[config.mk]
export PLATFORM = sky130hd
export DESIGN_NAME = iop_port_ctrl
export DESIGN_NICKNAME = d
export VERILOG_FILES = /design/src/iop_pkg.sv /design/src/iop_port_ctrl.sv
export VERILOG_INCLUDE_DIRS = /design/src
export SDC_FILE = /design/constraint.sdc
export NUM_CORES = 1
export LEC_CHECK = 0
export ABC_AREA = 1
export ABC_CLOCK_PERIOD_IN_PS = 14300
export BUFFER_PORTS_ARGS = -buffer_cell sky130_fd_sc_hd__buf_2
export CAP_MARGIN = 20
export CORE_AREA = 2 2 179 128
export DETAILED_ROUTE_END_ITERATION = 8
export DIE_AREA = 0 0 181 130
export GPL_ROUTABILITY_DRIVEN = 0
export PLACE_DENSITY = 0.78
export REMOVE_ABC_BUFFERS = 1
export SYNTH_ARGS = -nofsm -noshare
export SYNTH_HDL_FRONTEND = slang
export SYNTH_SLANG_ARGS = --single-unit
[constraint.sdc]
create_clock -name clk_sys -period 14.3 [get_ports clk_sys]
set_clock_uncertainty 0.1 [all_clocks]
set_input_delay 1.43 -clock clk_sys [delete_from_list [all_inputs] [get_ports clk_sys]]
set_output_delay 1.43 -clock clk_sys [all_outputs]
set_load 0.01 [all_outputs]
[src/iop_consts.svh]
`ifndef IOP_CONSTS_SVH
`define IOP_CONSTS_SVH

// ----------------------------------------------------------------
// register indices (byte address = index * 4)
// ----------------------------------------------------------------
`define IOP_IDX_PA_DATA 6'h00
`define IOP_IDX_PB_DATA 6'h01
`define IOP_IDX_PA_DIR 6'h02
`define IOP_IDX_PB_DIR 6'h03
`define IOP_IDX_PA_PU 6'h04
`define IOP_IDX_PB_PU 6'h05
`define IOP_IDX_PD 6'h06
`define IOP_IDX_PB_OD 6'h07
`define IOP_IDX_PA_CHG 6'h08
`define IOP_IDX_PB_CHG 6'h09
`define IOP_IDX_PWR 6'h0A
`define IOP_IDX_IRQ 6'h0B
`define IOP_IDX_EDGE 6'h0C
`define IOP_IDX_ALT 6'h0D
`define IOP_IDX_TSEL 6'h0E
`define IOP_IDX_PWMB 6'h16

// ----------------------------------------------------------------
// field positions
// ----------------------------------------------------------------
`define IOP_PWR_PA5_PU 4
`define IOP_IRQ_FLAG 0
`define IOP_IRQ_EN 1
`define IOP_IRQ_GIE 2
`define IOP_EDGE_E0_LO 0
`define IOP_EDGE_E1_LO 2
`define IOP_EDGE_SEL0 4
`define IOP_EDGE_SEL1 5
`define IOP_ALT_IR 0
`define IOP_ALT_CMP 1
`define IOP_ALT_PWM1 2
`define IOP_ALT_BZ1 3
`define IOP_ALT_PWM2 4
`define IOP_ALT_BZ2 5
`define IOP_ALT_TIMER_ZERO_SOURCE_SEL 6
`define IOP_ALT_T0LCK 7
`define IOP_TSEL_TIMER_ONE_SOURCE_SEL 0
`define IOP_TSEL_T2CS 1
`define IOP_TSEL_T3CS 2
`define IOP_PWMB_POL 6
`define IOP_PWMB_EN 7

// ----------------------------------------------------------------
// reset values and bus response codes
// ----------------------------------------------------------------
`define IOP_RST_DIR 8'hFF
`define IOP_RST_ZERO 8'h00
`define IOP_RESP_OKAY 2'h0
`define IOP_RESP_SLVERR 2'h2

`endif

[src/iop_pkg.sv]
package iop_pkg;

  // peripheral waveforms that may take over a pin
  typedef struct packed {
    logic pwmBWave;
    logic irCarrier;
    logic cmpOut;
    logic pwmOneWave;
    logic buzzOneWave;
    logic pwmTwoWave;
    logic buzzTwoWave;
    logic instrClk;
  } iop_alt_s;

  // static configuration-word settings
  typedef struct packed {
    logic pwmBOnPa7;
    logic extResetEnable;
    logic crystalEnable;
    logic clockOutEnable;
  } iop_cfg_s;

  typedef logic [7:0] iop_byte_t;

endpackage : iop_pkg

[src/iop_port_ctrl.sv]
`timescale 1ns/1ps
`include "iop_consts.svh"
// Behaviour
// pwm_b polarity bit 1 drives the pwm_b waveform active low, else active high.
// pwm_b pin enable routes the waveform to PA3 or PA7 by configuration.
// fourteen pins, eight on port A and six on port B, through data registers.
// each pin has its own direction bit in the port direction registers.
// pull resistors act only on input pins, each with its own enable bit.
// port A pull-ups from bits 7:6,4:0; PA5 pull-up from power control bit 4.
// port B pull-ups come from six bits, one per pin PB5..PB0.
// pull-downs: shared bits 3:0 to PA3..0, 7:4 to PB3..0; PA5 from pull-up bit 5.
// port B output pins use open-drain drive when their open-drain bit is set.
// level change on any selected pin sets the level change flag.
// level change request only while flag, its enable and global enable are 1.
// edge bit 4 makes PB0 external interrupt 0, edge chosen by bits 1:0.
// edge bit 5 makes PB1 external interrupt 1 input.
// external interrupt on PB0/PB1 disables that pin's level change detection.
// IR carrier enable drives the carrier on PB1; otherwise no carrier.
// PA5 may be an active-low external reset input by configuration.
// external crystal takes PA6 as crystal input and PA7 as crystal output.
// internal oscillators with clock-out configured put instruction clock on PA7.
// PA4 feeds timer 0 (external, low-clock 0) and timer 1 (source bit 1).
// PA1 feeds timers 2 and 3 when either source select bit is 1.
// PB3 priority: comparator, then pwm one, then buzzer one, each enabled.
// PB2 priority: pwm two over buzzer two, each enabled.
// external interrupt 1 edge selected by edge register bits 3:2.
// selected pins compare against previous sample each cycle; differences flag.
module iop_port_ctrl #(
  parameter int PA_WIDTH = 8,
  parameter int PB_WIDTH = 6
) (
  input wire logic clk_sys,
  input wire logic rst_n,
  input wire logic clkEn,
  input wire logic [7:0] s_axi_awaddr,
  input wire logic s_axi_awvalid,
  output logic s_axi_awready,
  input wire logic [31:0] s_axi_wdata,
  input wire logic [3:0] s_axi_wstrb,
  input wire logic s_axi_wvalid,
  output logic s_axi_wready,
  output logic [1:0] s_axi_bresp,
  output logic s_axi_bvalid,
  input wire logic s_axi_bready,
  input wire logic [7:0] s_axi_araddr,
  input wire logic s_axi_arvalid,
  output logic s_axi_arready,
  output logic [31:0] s_axi_rdata,
  output logic [1:0] s_axi_rresp,
  output logic s_axi_rvalid,
  input wire logic s_axi_rready,
  input wire iop_pkg::iop_alt_s altIn,
  input wire iop_pkg::iop_cfg_s cfgIn,
  input wire logic [PA_WIDTH-1:0] portAIn,
  output logic [PA_WIDTH-1:0] portAOut,
  output logic [PA_WIDTH-1:0] portAOe,
  output logic [PA_WIDTH-1:0] portAPullUp,
  output logic [PA_WIDTH-1:0] portAPullDown,
  input wire logic [PB_WIDTH-1:0] portBIn,
  output logic [PB_WIDTH-1:0] portBOut,
  output logic [PB_WIDTH-1:0] portBOe,
  output logic [PB_WIDTH-1:0] portBPullUp,
  output logic [PB_WIDTH-1:0] portBPullDown,
  output logic extClockInA,
  output logic extClockInB,
  output logic extIrqZeroPulse,
  output logic extIrqOnePulse,
  output logic levelChangeIrq,
  output logic extResetReq_n
);
  import iop_pkg::*;

  if (PA_WIDTH != 8 || PB_WIDTH != 6) begin : gWidthCheck
    $error("port widths are fixed by the pin function map");
  end

  // ----------------------------------------------------------------
  // reset release
  // ----------------------------------------------------------------
  logic rstMeta_reg;
  logic rstSync_reg;
  always_ff @(posedge clk_sys or negedge rst_n) begin
    if (!rst_n) begin
      rstMeta_reg <= 1'b0;
      rstSync_reg <= 1'b0;
    end else begin
      rstMeta_reg <= 1'b1;
      rstSync_reg <= rstMeta_reg;
    end
  end
  wire logic rstLocal_n = rstSync_reg;

  // ----------------------------------------------------------------
  // registers
  // ----------------------------------------------------------------
  iop_byte_t portADataLatch_reg, portBDataLatch_reg;
  iop_byte_t portADirection_reg, portBDirection_reg;
  iop_byte_t portAPullupEnable_reg, portBPullupEnable_reg;
  iop_byte_t sharedPulldownEnable_reg, portBOpenDrain_reg;
  iop_byte_t portAChangeSelect_reg, portBChangeSelect_reg;
  iop_byte_t powerControl_reg, extIrqEdge_reg, altSelect_reg, timerSelect_reg;
  logic levelChangeIrqEnable_reg, globalIrqEnable_reg, levelChangeFlag_reg;
  logic pwmBPolarity_reg, pwmBPinEnable_reg;

  // ----------------------------------------------------------------
  // bus slave: address and data taken in either order
  // ----------------------------------------------------------------
  logic awHeld_reg, wHeld_reg;
  logic [5:0] wIdx_reg;
  logic [31:0] wData_reg;
  logic wLane_reg;
  logic bValid_reg;
  logic [1:0] bResp_reg;

  assign s_axi_awready = !awHeld_reg && !bValid_reg;
  assign s_axi_wready = !wHeld_reg && !bValid_reg;
  assign s_axi_bvalid = bValid_reg;
  assign s_axi_bresp = bResp_reg;

  wire logic writeFire = awHeld_reg && wHeld_reg && !bValid_reg;

  function automatic logic idxMapped(input logic [5:0] idx);
    idxMapped = (idx <= `IOP_IDX_TSEL) || (idx == `IOP_IDX_PWMB);
  endfunction : idxMapped

  always_ff @(posedge clk_sys or negedge rstLocal_n) begin
    if (!rstLocal_n) begin
      awHeld_reg <= 1'b0;
      wHeld_reg <= 1'b0;
      wIdx_reg <= 6'h00;
      wData_reg <= 32'h0000_0000;
      wLane_reg <= 1'b0;
      bValid_reg <= 1'b0;
      bResp_reg <= `IOP_RESP_OKAY;
    end else if (clkEn) begin
      if (s_axi_awvalid && s_axi_awready) begin
        awHeld_reg <= 1'b1;
        wIdx_reg <= s_axi_awaddr[7:2];
      end
      if (s_axi_wvalid && s_axi_wready) begin
        wHeld_reg <= 1'b1;
        wData_reg <= s_axi_wdata;
        wLane_reg <= s_axi_wstrb[0];
      end
      if (writeFire) begin
        awHeld_reg <= 1'b0;
        wHeld_reg <= 1'b0;
        bValid_reg <= 1'b1;
        bResp_reg <= idxMapped(wIdx_reg) ? `IOP_RESP_OKAY : `IOP_RESP_SLVERR;
      end else if (bValid_reg && s_axi_bready) begin
        bValid_reg <= 1'b0;
      end
    end
  end

  wire logic doWrite = writeFire && wLane_reg && idxMapped(wIdx_reg);
  wire iop_byte_t wByte = wData_reg[7:0];

  // ----------------------------------------------------------------
  // configuration registers
  // ----------------------------------------------------------------
  always_ff @(posedge clk_sys or negedge rstLocal_n) begin
    if (!rstLocal_n) begin
      portADataLatch_reg <= `IOP_RST_ZERO;
      portBDataLatch_reg <= `IOP_RST_ZERO;
      portADirection_reg <= `IOP_RST_DIR;
      portBDirection_reg <= `IOP_RST_DIR;
      portAPullupEnable_reg <= `IOP_RST_ZERO;
      portBPullupEnable_reg <= `IOP_RST_ZERO;
      sharedPulldownEnable_reg <= `IOP_RST_ZERO;
      portBOpenDrain_reg <= `IOP_RST_ZERO;
      portAChangeSelect_reg <= `IOP_RST_ZERO;
      portBChangeSelect_reg <= `IOP_RST_ZERO;
      powerControl_reg <= `IOP_RST_ZERO;
      extIrqEdge_reg <= `IOP_RST_ZERO;
      altSelect_reg <= `IOP_RST_ZERO;
      timerSelect_reg <= `IOP_RST_ZERO;
      levelChangeIrqEnable_reg <= 1'b0;
      globalIrqEnable_reg <= 1'b0;
      pwmBPolarity_reg <= 1'b0;
      pwmBPinEnable_reg <= 1'b0;
    end else if (clkEn && doWrite) begin
      unique case (wIdx_reg)
        `IOP_IDX_PA_DATA: portADataLatch_reg <= wByte;
        `IOP_IDX_PB_DATA: portBDataLatch_reg <= {2'h0, wByte[5:0]};
        `IOP_IDX_PA_DIR: portADirection_reg <= wByte;
        `IOP_IDX_PB_DIR: portBDirection_reg <= {2'h3, wByte[5:0]};
        `IOP_IDX_PA_PU: portAPullupEnable_reg <= wByte;
        `IOP_IDX_PB_PU: portBPullupEnable_reg <= {2'h0, wByte[5:0]};
        `IOP_IDX_PD: sharedPulldownEnable_reg <= wByte;
        `IOP_IDX_PB_OD: portBOpenDrain_reg <= {2'h0, wByte[5:0]};
        `IOP_IDX_PA_CHG: portAChangeSelect_reg <= wByte;
        `IOP_IDX_PB_CHG: portBChangeSelect_reg <= {2'h0, wByte[5:0]};
        `IOP_IDX_PWR: powerControl_reg <= wByte;
        `IOP_IDX_IRQ: begin
          levelChangeIrqEnable_reg <= wByte[`IOP_IRQ_EN];
          globalIrqEnable_reg <= wByte[`IOP_IRQ_GIE];
        end
        `IOP_IDX_EDGE: extIrqEdge_reg <= {2'h0, wByte[5:0]};
        `IOP_IDX_ALT: altSelect_reg <= wByte;
        `IOP_IDX_TSEL: timerSelect_reg <= {5'h00, wByte[2:0]};
        `IOP_IDX_PWMB: begin
          pwmBPolarity_reg <= wByte[`IOP_PWMB_POL];
          pwmBPinEnable_reg <= wByte[`IOP_PWMB_EN];
        end
        default: ;
      endcase
    end
  end

  // ----------------------------------------------------------------
  // pin sampling, level change and external interrupts
  // ----------------------------------------------------------------
  logic [PA_WIDTH-1:0] portAPrev_reg;
  logic [PB_WIDTH-1:0] portBPrev_reg;
  wire logic extZeroOn = extIrqEdge_reg[`IOP_EDGE_SEL0];
  wire logic extOneOn = extIrqEdge_reg[`IOP_EDGE_SEL1];

  // PB0/PB1 drop out of change detection while they serve as interrupts
  wire logic [PB_WIDTH-1:0] portBChangeMask =
    portBChangeSelect_reg[PB_WIDTH-1:0] & ~{4'h0, extOneOn, extZeroOn};
  wire logic anyChange =
    |((portAIn ^ portAPrev_reg) & portAChangeSelect_reg) ||
    |((portBIn ^ portBPrev_reg) & portBChangeMask);
  wire logic flagClear = doWrite && (wIdx_reg == `IOP_IDX_IRQ) && !wByte[`IOP_IRQ_FLAG];

  always_ff @(posedge clk_sys or negedge rstLocal_n) begin
    if (!rstLocal_n) begin
      portAPrev_reg <= '0;
      portBPrev_reg <= '0;
    end else if (clkEn) begin
      portAPrev_reg <= portAIn;
      portBPrev_reg <= portBIn;
    end
  end

  // a change in the clearing cycle keeps the flag set
  always_ff @(posedge clk_sys or negedge rstLocal_n) begin
    if (!rstLocal_n) begin
      levelChangeFlag_reg <= 1'b0;
    end else if (clkEn) begin
      if (anyChange) begin
        levelChangeFlag_reg <= 1'b1;
      end else if (flagClear) begin
        levelChangeFlag_reg <= 1'b0;
      end
    end
  end

  assign levelChangeIrq =
    levelChangeFlag_reg && levelChangeIrqEnable_reg && globalIrqEnable_reg;

  // edge code: 00 rising, 01 falling, 1x both
  function automatic logic edgeHit(input logic [1:0] mode, input logic now,
                                   input logic prev);
    edgeHit = mode[1] ? (now ^ prev) : (mode[0] ? (prev && !now) : (!prev && now));
  endfunction : edgeHit

  always_ff @(posedge clk_sys or negedge rstLocal_n) begin
    if (!rstLocal_n) begin
      extIrqZeroPulse <= 1'b0;
      extIrqOnePulse <= 1'b0;
    end else if (clkEn) begin
      extIrqZeroPulse <= extZeroOn &&
        edgeHit(extIrqEdge_reg[`IOP_EDGE_E0_LO +: 2], portBIn[0], portBPrev_reg[0]);
      extIrqOnePulse <= extOneOn &&
        edgeHit(extIrqEdge_reg[`IOP_EDGE_E1_LO +: 2], portBIn[1], portBPrev_reg[1]);
    end
  end

  // ----------------------------------------------------------------
  // alternate functions
  // ----------------------------------------------------------------
  wire logic pwmBLevel = altIn.pwmBWave ^ pwmBPolarity_reg;
  wire logic pwmBOnPa3 = pwmBPinEnable_reg && !cfgIn.pwmBOnPa7;
  wire logic crystalOn = cfgIn.crystalEnable;
  wire logic clockOutOn = cfgIn.clockOutEnable && !crystalOn;
  wire logic pwmBOnPa7 = pwmBPinEnable_reg && cfgIn.pwmBOnPa7 && !crystalOn;
  wire logic resetPinOn = cfgIn.extResetEnable;

  logic [PA_WIDTH-1:0] altEnA, altValA, lockA;
  logic [PB_WIDTH-1:0] altEnB, altValB;

  always_comb begin
    altEnA = '0;
    altValA = '0;
    lockA = '0;
    altEnA[3] = pwmBOnPa3;
    altValA[3] = pwmBLevel;
    lockA[5] = resetPinOn;
    lockA[6] = crystalOn;
    lockA[7] = crystalOn;
    altEnA[7] = clockOutOn || pwmBOnPa7;
    altValA[7] = clockOutOn ? altIn.instrClk : pwmBLevel;
  end

  always_comb begin
    altEnB = '0;
    altValB = '0;
    altEnB[1] = altSelect_reg[`IOP_ALT_IR];
    altValB[1] = altIn.irCarrier;
    altEnB[2] = altSelect_reg[`IOP_ALT_PWM2] || altSelect_reg[`IOP_ALT_BZ2];
    altValB[2] = altSelect_reg[`IOP_ALT_PWM2] ? altIn.pwmTwoWave : altIn.buzzTwoWave;
    altEnB[3] = altSelect_reg[`IOP_ALT_CMP] || altSelect_reg[`IOP_ALT_PWM1] ||
                altSelect_reg[`IOP_ALT_BZ1];
    if (altSelect_reg[`IOP_ALT_CMP]) begin
      altValB[3] = altIn.cmpOut;
    end else if (altSelect_reg[`IOP_ALT_PWM1]) begin
      altValB[3] = altIn.pwmOneWave;
    end else begin
      altValB[3] = altIn.buzzOneWave;
    end
  end

  // ----------------------------------------------------------------
  // pad drive, pulls and clock taps
  // ----------------------------------------------------------------
  logic [PA_WIDTH-1:0] puSelA, pdSelA;
  always_comb begin
    puSelA = portAPullupEnable_reg;
    puSelA[5] = powerControl_reg[`IOP_PWR_PA5_PU];
    pdSelA = {2'h0, portAPullupEnable_reg[5], 1'b0, sharedPulldownEnable_reg[3:0]};
  end
  wire logic [PB_WIDTH-1:0] puSelB = portBPullupEnable_reg[PB_WIDTH-1:0];
  wire logic [PB_WIDTH-1:0] pdSelB = {2'h0, sharedPulldownEnable_reg[7:4]};

  for (genvar i = 0; i < PA_WIDTH; i++) begin : gPortA
    wire logic val = altEnA[i] ? altValA[i] : portADataLatch_reg[i];
    wire logic drive = !lockA[i] && (altEnA[i] || !portADirection_reg[i]);
    // PA5 can only sink
    wire logic oe = (i == 5) ? (drive && !val) : drive;
    wire logic isInput = !lockA[i] && !drive && portADirection_reg[i];
    always_ff @(posedge clk_sys or negedge rstLocal_n) begin
      if (!rstLocal_n) begin
        portAOut[i] <= 1'b0;
        portAOe[i] <= 1'b0;
        portAPullUp[i] <= 1'b0;
        portAPullDown[i] <= 1'b0;
      end else if (clkEn) begin
        portAOut[i] <= (i == 5) ? 1'b0 : val;
        portAOe[i] <= oe;
        portAPullUp[i] <= isInput && puSelA[i];
        portAPullDown[i] <= isInput && pdSelA[i];
      end
    end
  end

  for (genvar i = 0; i < PB_WIDTH; i++) begin : gPortB
    wire logic val = altEnB[i] ? altValB[i] : portBDataLatch_reg[i];
    wire logic drive = altEnB[i] || !portBDirection_reg[i];
    wire logic oe = drive && (!portBOpenDrain_reg[i] || !val);
    wire logic isInput = !drive;
    always_ff @(posedge clk_sys or negedge rstLocal_n) begin
      if (!rstLocal_n) begin
        portBOut[i] <= 1'b0;
        portBOe[i] <= 1'b0;
        portBPullUp[i] <= 1'b0;
        portBPullDown[i] <= 1'b0;
      end else if (clkEn) begin
        portBOut[i] <= val;
        portBOe[i] <= oe;
        portBPullUp[i] <= isInput && puSelB[i];
        portBPullDown[i] <= isInput && pdSelB[i];
      end
    end
  end

  always_ff @(posedge clk_sys or negedge rstLocal_n) begin
    if (!rstLocal_n) begin
      extClockInA <= 1'b0;
      extClockInB <= 1'b0;
      extResetReq_n <= 1'b1;
    end else if (clkEn) begin
      extClockInA <= portAIn[4] && ((altSelect_reg[`IOP_ALT_TIMER_ZERO_SOURCE_SEL] &&
        !altSelect_reg[`IOP_ALT_T0LCK]) || timerSelect_reg[`IOP_TSEL_TIMER_ONE_SOURCE_SEL]);
      extClockInB <= portAIn[1] && (timerSelect_reg[`IOP_TSEL_T2CS] ||
        timerSelect_reg[`IOP_TSEL_T3CS]);
      extResetReq_n <= !(resetPinOn && !portAIn[5]);
    end
  end

  // ----------------------------------------------------------------
  // read path: input pins read the pad, output pins the latch
  // ----------------------------------------------------------------
  logic rValid_reg;
  logic [31:0] rData_reg;
  logic [1:0] rResp_reg;
  iop_byte_t rByte;
  logic [5:0] rIdx;
  assign rIdx = s_axi_araddr[7:2];
  assign s_axi_arready = !rValid_reg;
  assign s_axi_rvalid = rValid_reg;
  assign s_axi_rdata = rData_reg;
  assign s_axi_rresp = rResp_reg;

  always_comb begin
    rByte = 8'h00;
    unique case (rIdx)
      `IOP_IDX_PA_DATA: rByte = (portADirection_reg & portAIn) |
                                (~portADirection_reg & portADataLatch_reg);
      `IOP_IDX_PB_DATA: rByte = {2'h0, (portBDirection_reg[5:0] & portBIn) |
                                (~portBDirection_reg[5:0] & portBDataLatch_reg[5:0])};
      `IOP_IDX_PA_DIR: rByte = portADirection_reg;
      `IOP_IDX_PB_DIR: rByte = {2'h0, portBDirection_reg[5:0]};
      `IOP_IDX_PA_PU: rByte = portAPullupEnable_reg;
      `IOP_IDX_PB_PU: rByte = portBPullupEnable_reg;
      `IOP_IDX_PD: rByte = sharedPulldownEnable_reg;
      `IOP_IDX_PB_OD: rByte = portBOpenDrain_reg;
      `IOP_IDX_PA_CHG: rByte = portAChangeSelect_reg;
      `IOP_IDX_PB_CHG: rByte = portBChangeSelect_reg;
      `IOP_IDX_PWR: rByte = powerControl_reg;
      `IOP_IDX_IRQ: rByte = {5'h00, globalIrqEnable_reg, levelChangeIrqEnable_reg,
                             levelChangeFlag_reg};
      `IOP_IDX_EDGE: rByte = extIrqEdge_reg;
      `IOP_IDX_ALT: rByte = altSelect_reg;
      `IOP_IDX_TSEL: rByte = timerSelect_reg;
      `IOP_IDX_PWMB: rByte = {pwmBPinEnable_reg, pwmBPolarity_reg, 6'h00};
      default: rByte = 8'h00;
    endcase
  end

  always_ff @(posedge clk_sys or negedge rstLocal_n) begin
    if (!rstLocal_n) begin
      rValid_reg <= 1'b0;
      rData_reg <= 32'h0000_0000;
      rResp_reg <= `IOP_RESP_OKAY;
    end else if (clkEn) begin
      if (s_axi_arvalid && s_axi_arready) begin
        rValid_reg <= 1'b1;
        rData_reg <= {24'h00_0000, rByte};
        rResp_reg <= idxMapped(rIdx) ? `IOP_RESP_OKAY : `IOP_RESP_SLVERR;
      end else if (rValid_reg && s_axi_rready) begin
        rValid_reg <= 1'b0;
      end
    end
  end

endmodule : iop_port_ctrl

==> reports/metrics.csv <==
stage;metric;value;unit
status;status;completed;
clock_tree;numCtsBuffers;17;
clock_tree;clk_pin_slew;70;ps
sta;finalSetupTns;0;ps
yosys;synth.top_cell.area_share;47.7;%
clock_tree;root_buffer;clkbuf_16;
critical_path;critPathKind;in -> reg;
yosys;synth_area;9710;um^2
layout;final_cell_mix;nand2_1 (425), dfrtp_1 (184), o21ai_0 (151), inv_1 (129), nor2_1 (126);
power_and_ir_drop;p_leak;0.00579;uW
route;postRouteAntennaNets;0;
clock_tree;cts_htree_levels;4;
layout;synthToLayoutAreaGrowth;13.9;%
grt;grt_pass1_vias;8095;
critical_path;worst-r2r-cell-count;6;
sta;drv_slew;0;
route;vias;8562;
sta;rsz0062_at_grt;no;
placement;hpwl;20100;um
clock_tree;ctsHoldBuffers;0;
yosys;yosysTopAreaCell;dfrtp_1;
die;io_pins;189;
die;coreArea;22100;um^2
placement;numPortBuffers;125;
clock_tree;cts_tree;yes;
layout;final_common_cell;nand2_1;
sta;timing.fmax;300;MHz
die;rows;46;
layout;nets;1454;
grt;grt_use_total;24.4;%
sta;min_period_over_period;23.3;%
yosys;ys_seq_elements;200;
grt;antenna_found_initial;2;
sta;tightest_slew;1110;ps
critical_path;critPathMaxFanout;24;
die;fp.dieW;181;um
hold_path;hold_path_end;rstLocal_n;
hold_path;holdCritStartpoint;rstMeta_reg;
clock_tree;cts.sinks;200;
yosys;ys_types;41;
clock_tree;cts_resized;0;
yosys;yosysWarningCount;0;
power_and_ir_drop;power;1520;uW
critical_path;crit_chain;buf_2, inv_2, nor2_4, nand3_4, nor2_1, o21ai_0;
die;start_util;43.9;%
critical_path;critPathArrivalTime;3530;ps
critical_path;worst-path-buf-inv;2;
hold_path;hold_path_class;reg -> reg;
yosys;synth-main-ff-cell;dfrtp_1;
die;die_y;130;um
sta;final.min_clock_period;3340;ps
critical_path;startpoint_type;input port;
yosys;synth_edf_count;0;
critical_path;cpMaxStageDelayCell;nor2_1;
critical_path;critPathTopFamily;simple AND/OR/NAND/NOR gates;
grt;grt_max_degree;199;
route;drt-initial-drc-count;1046;
route;viasPerCell;5.13;
route;dr.pass1.iters;6;
die;die_area;23500;um^2
route;wl_per_cell;16.7;um
grt;grt_remaining_overflow;0;
critical_path;timing.rr.end;portBDataLatch_reg[2];
clock_tree;clock_latency;450;ps
yosys;seq_area_frac_synth;51.7;%
clock_tree;cts_setup_buffers;0;
sta;setup_viol;0;
hold_path;hold_path_depth;0;
layout;fin_area;11100;um^2
job;drv_cap;0;
critical_path;crit_required;14490;ps
placement;placed_area;10400;um^2
clock_tree;clock_path_buffers;2;
layout;drive_gt1_share;14.2;%
sta;holdWs;260;ps
yosys;synthCells;1254;
route;drcViolationCount;0;
critical_path;regToRegStartpoint;wIdx_reg[4];
sta;slew_headroom;26.2;%
critical_path;critPathMaxStageDelay;770;ps
critical_path;r2r_setup_slack;11690;ps
route;wirelength;27800;um
yosys;synthTopCellsByArea;dfrtp_1 (48%), nand2_1 (16%), o21ai_0 (7.8%), inv_1 (5.0%), nor2_1 (4.9%);
power_and_ir_drop;max-vdd-ir-drop;0.0848;mV
yosys;async_reset_ff_share;100;%
sta;finalHoldViolations;0;
grt;grt_pass1_wl;43900;um
yosys;avgSynthCellArea;7.74;um^2
critical_path;endpoint_kind;flop;
layout;final_util;50.0;%
power_and_ir_drop;powerDensity;138;nW/um^2
[cell families after synthesis]
| logic type | after synthesis | share of synthesized area, % |
|---|---|---|
| buffers and inverters | 202 | 9.37 |
| multiplexers | 1 | 0.103 |
| other | 2 | 0.0774 |
| AO/OA/AOI/OAI | 198 | 10.8 |
| adder cells (fa/ha/maj) | 4 | 0.516 |
| XOR/XNOR | 2 | 0.180 |
| flip-flops | 200 | 51.7 |
| AND/OR/NAND/NOR | 645 | 27.2 |
[Yosys cell counts (2+ instances only)]
| cell type | n |
|---|---|
| a21oi_1 | 4 |
| a31oi_1 | 6 |
| a32o_1 | 4 |
| buf_2 | 10 |
| buf_4 | 33 |
| buf_6 | 2 |
| clkbuf_1 | 23 |
| clkinv_1 | 3 |
| conb_1 | 2 |
| dfrtp_1 | 185 |
| dfstp_2 | 15 |
| ha_1 | 4 |
| inv_1 | 129 |
| nand2_1 | 425 |
| nand2_2 | 2 |
| nand3_1 | 63 |
| nand3_2 | 2 |
| nand3b_1 | 3 |
| nand4_1 | 6 |
| nor2_1 | 126 |
| nor2_2 | 4 |
| nor2_4 | 6 |
| nor3_1 | 2 |
| nor4_1 | 2 |
| o21a_1 | 5 |
| o21ai_0 | 151 |
| o21ai_1 | 22 |
| or2_2 | 2 |
[metrics by stage]
step | worst slack (ps) | instances
6_report | 10960 | 1668
3_3_place_gp | 10550 | 1633
3_5_place_dp | 10520 | 1633
4_1_cts | 10960 | 1665
2_1_floorplan | 8240 | 1216
5_1_grt | 10770 | 1668
[where the power goes]
group / total (uW) / internal, uW / switching, uW
combinational: 267 / 82.8 / 184
clock: 505 / 278 / 228
sequential: 749 / 647 / 102
[worst max path at each step]
stage / start / slack, ps / endpoint / depth (start not counted)
3_5_place_dp: clkEn / 10520 / portBDataLatch_reg[2] / 6
3_3_place_gp: clkEn / 10550 / portBDataLatch_reg[0] / 6
5_1_grt: clkEn / 10770 / portBDataLatch_reg[2] / 6
6_report: clkEn / 10960 / portBDataLatch_reg[2] / 6
4_1_cts: clkEn / 10960 / portBDataLatch_reg[2] / 6
2_1_floorplan: rstLocal_n / 8240 / altSelect_reg[0] / 0
[routing by layer]
layer / wire, um / global-route usage (%)
met1: 12700 / 35.7
met2: 11400 / 35.1
met3: 2880 / 6.45
met4: 766 / 8.51
met5: 0 / 0
[cell type report]
type,count,area (um^2)
fillers,2170,11000
flip-flops and latches,200,5030
clock inverters,13,169
inverters,133,499
diodes,3,7.51
multi-input cells,883,3890
clock buffers,19,433
repair buffers,129,668
well taps,288,360
Note: power is estimated with default switching activity, not from simulation.
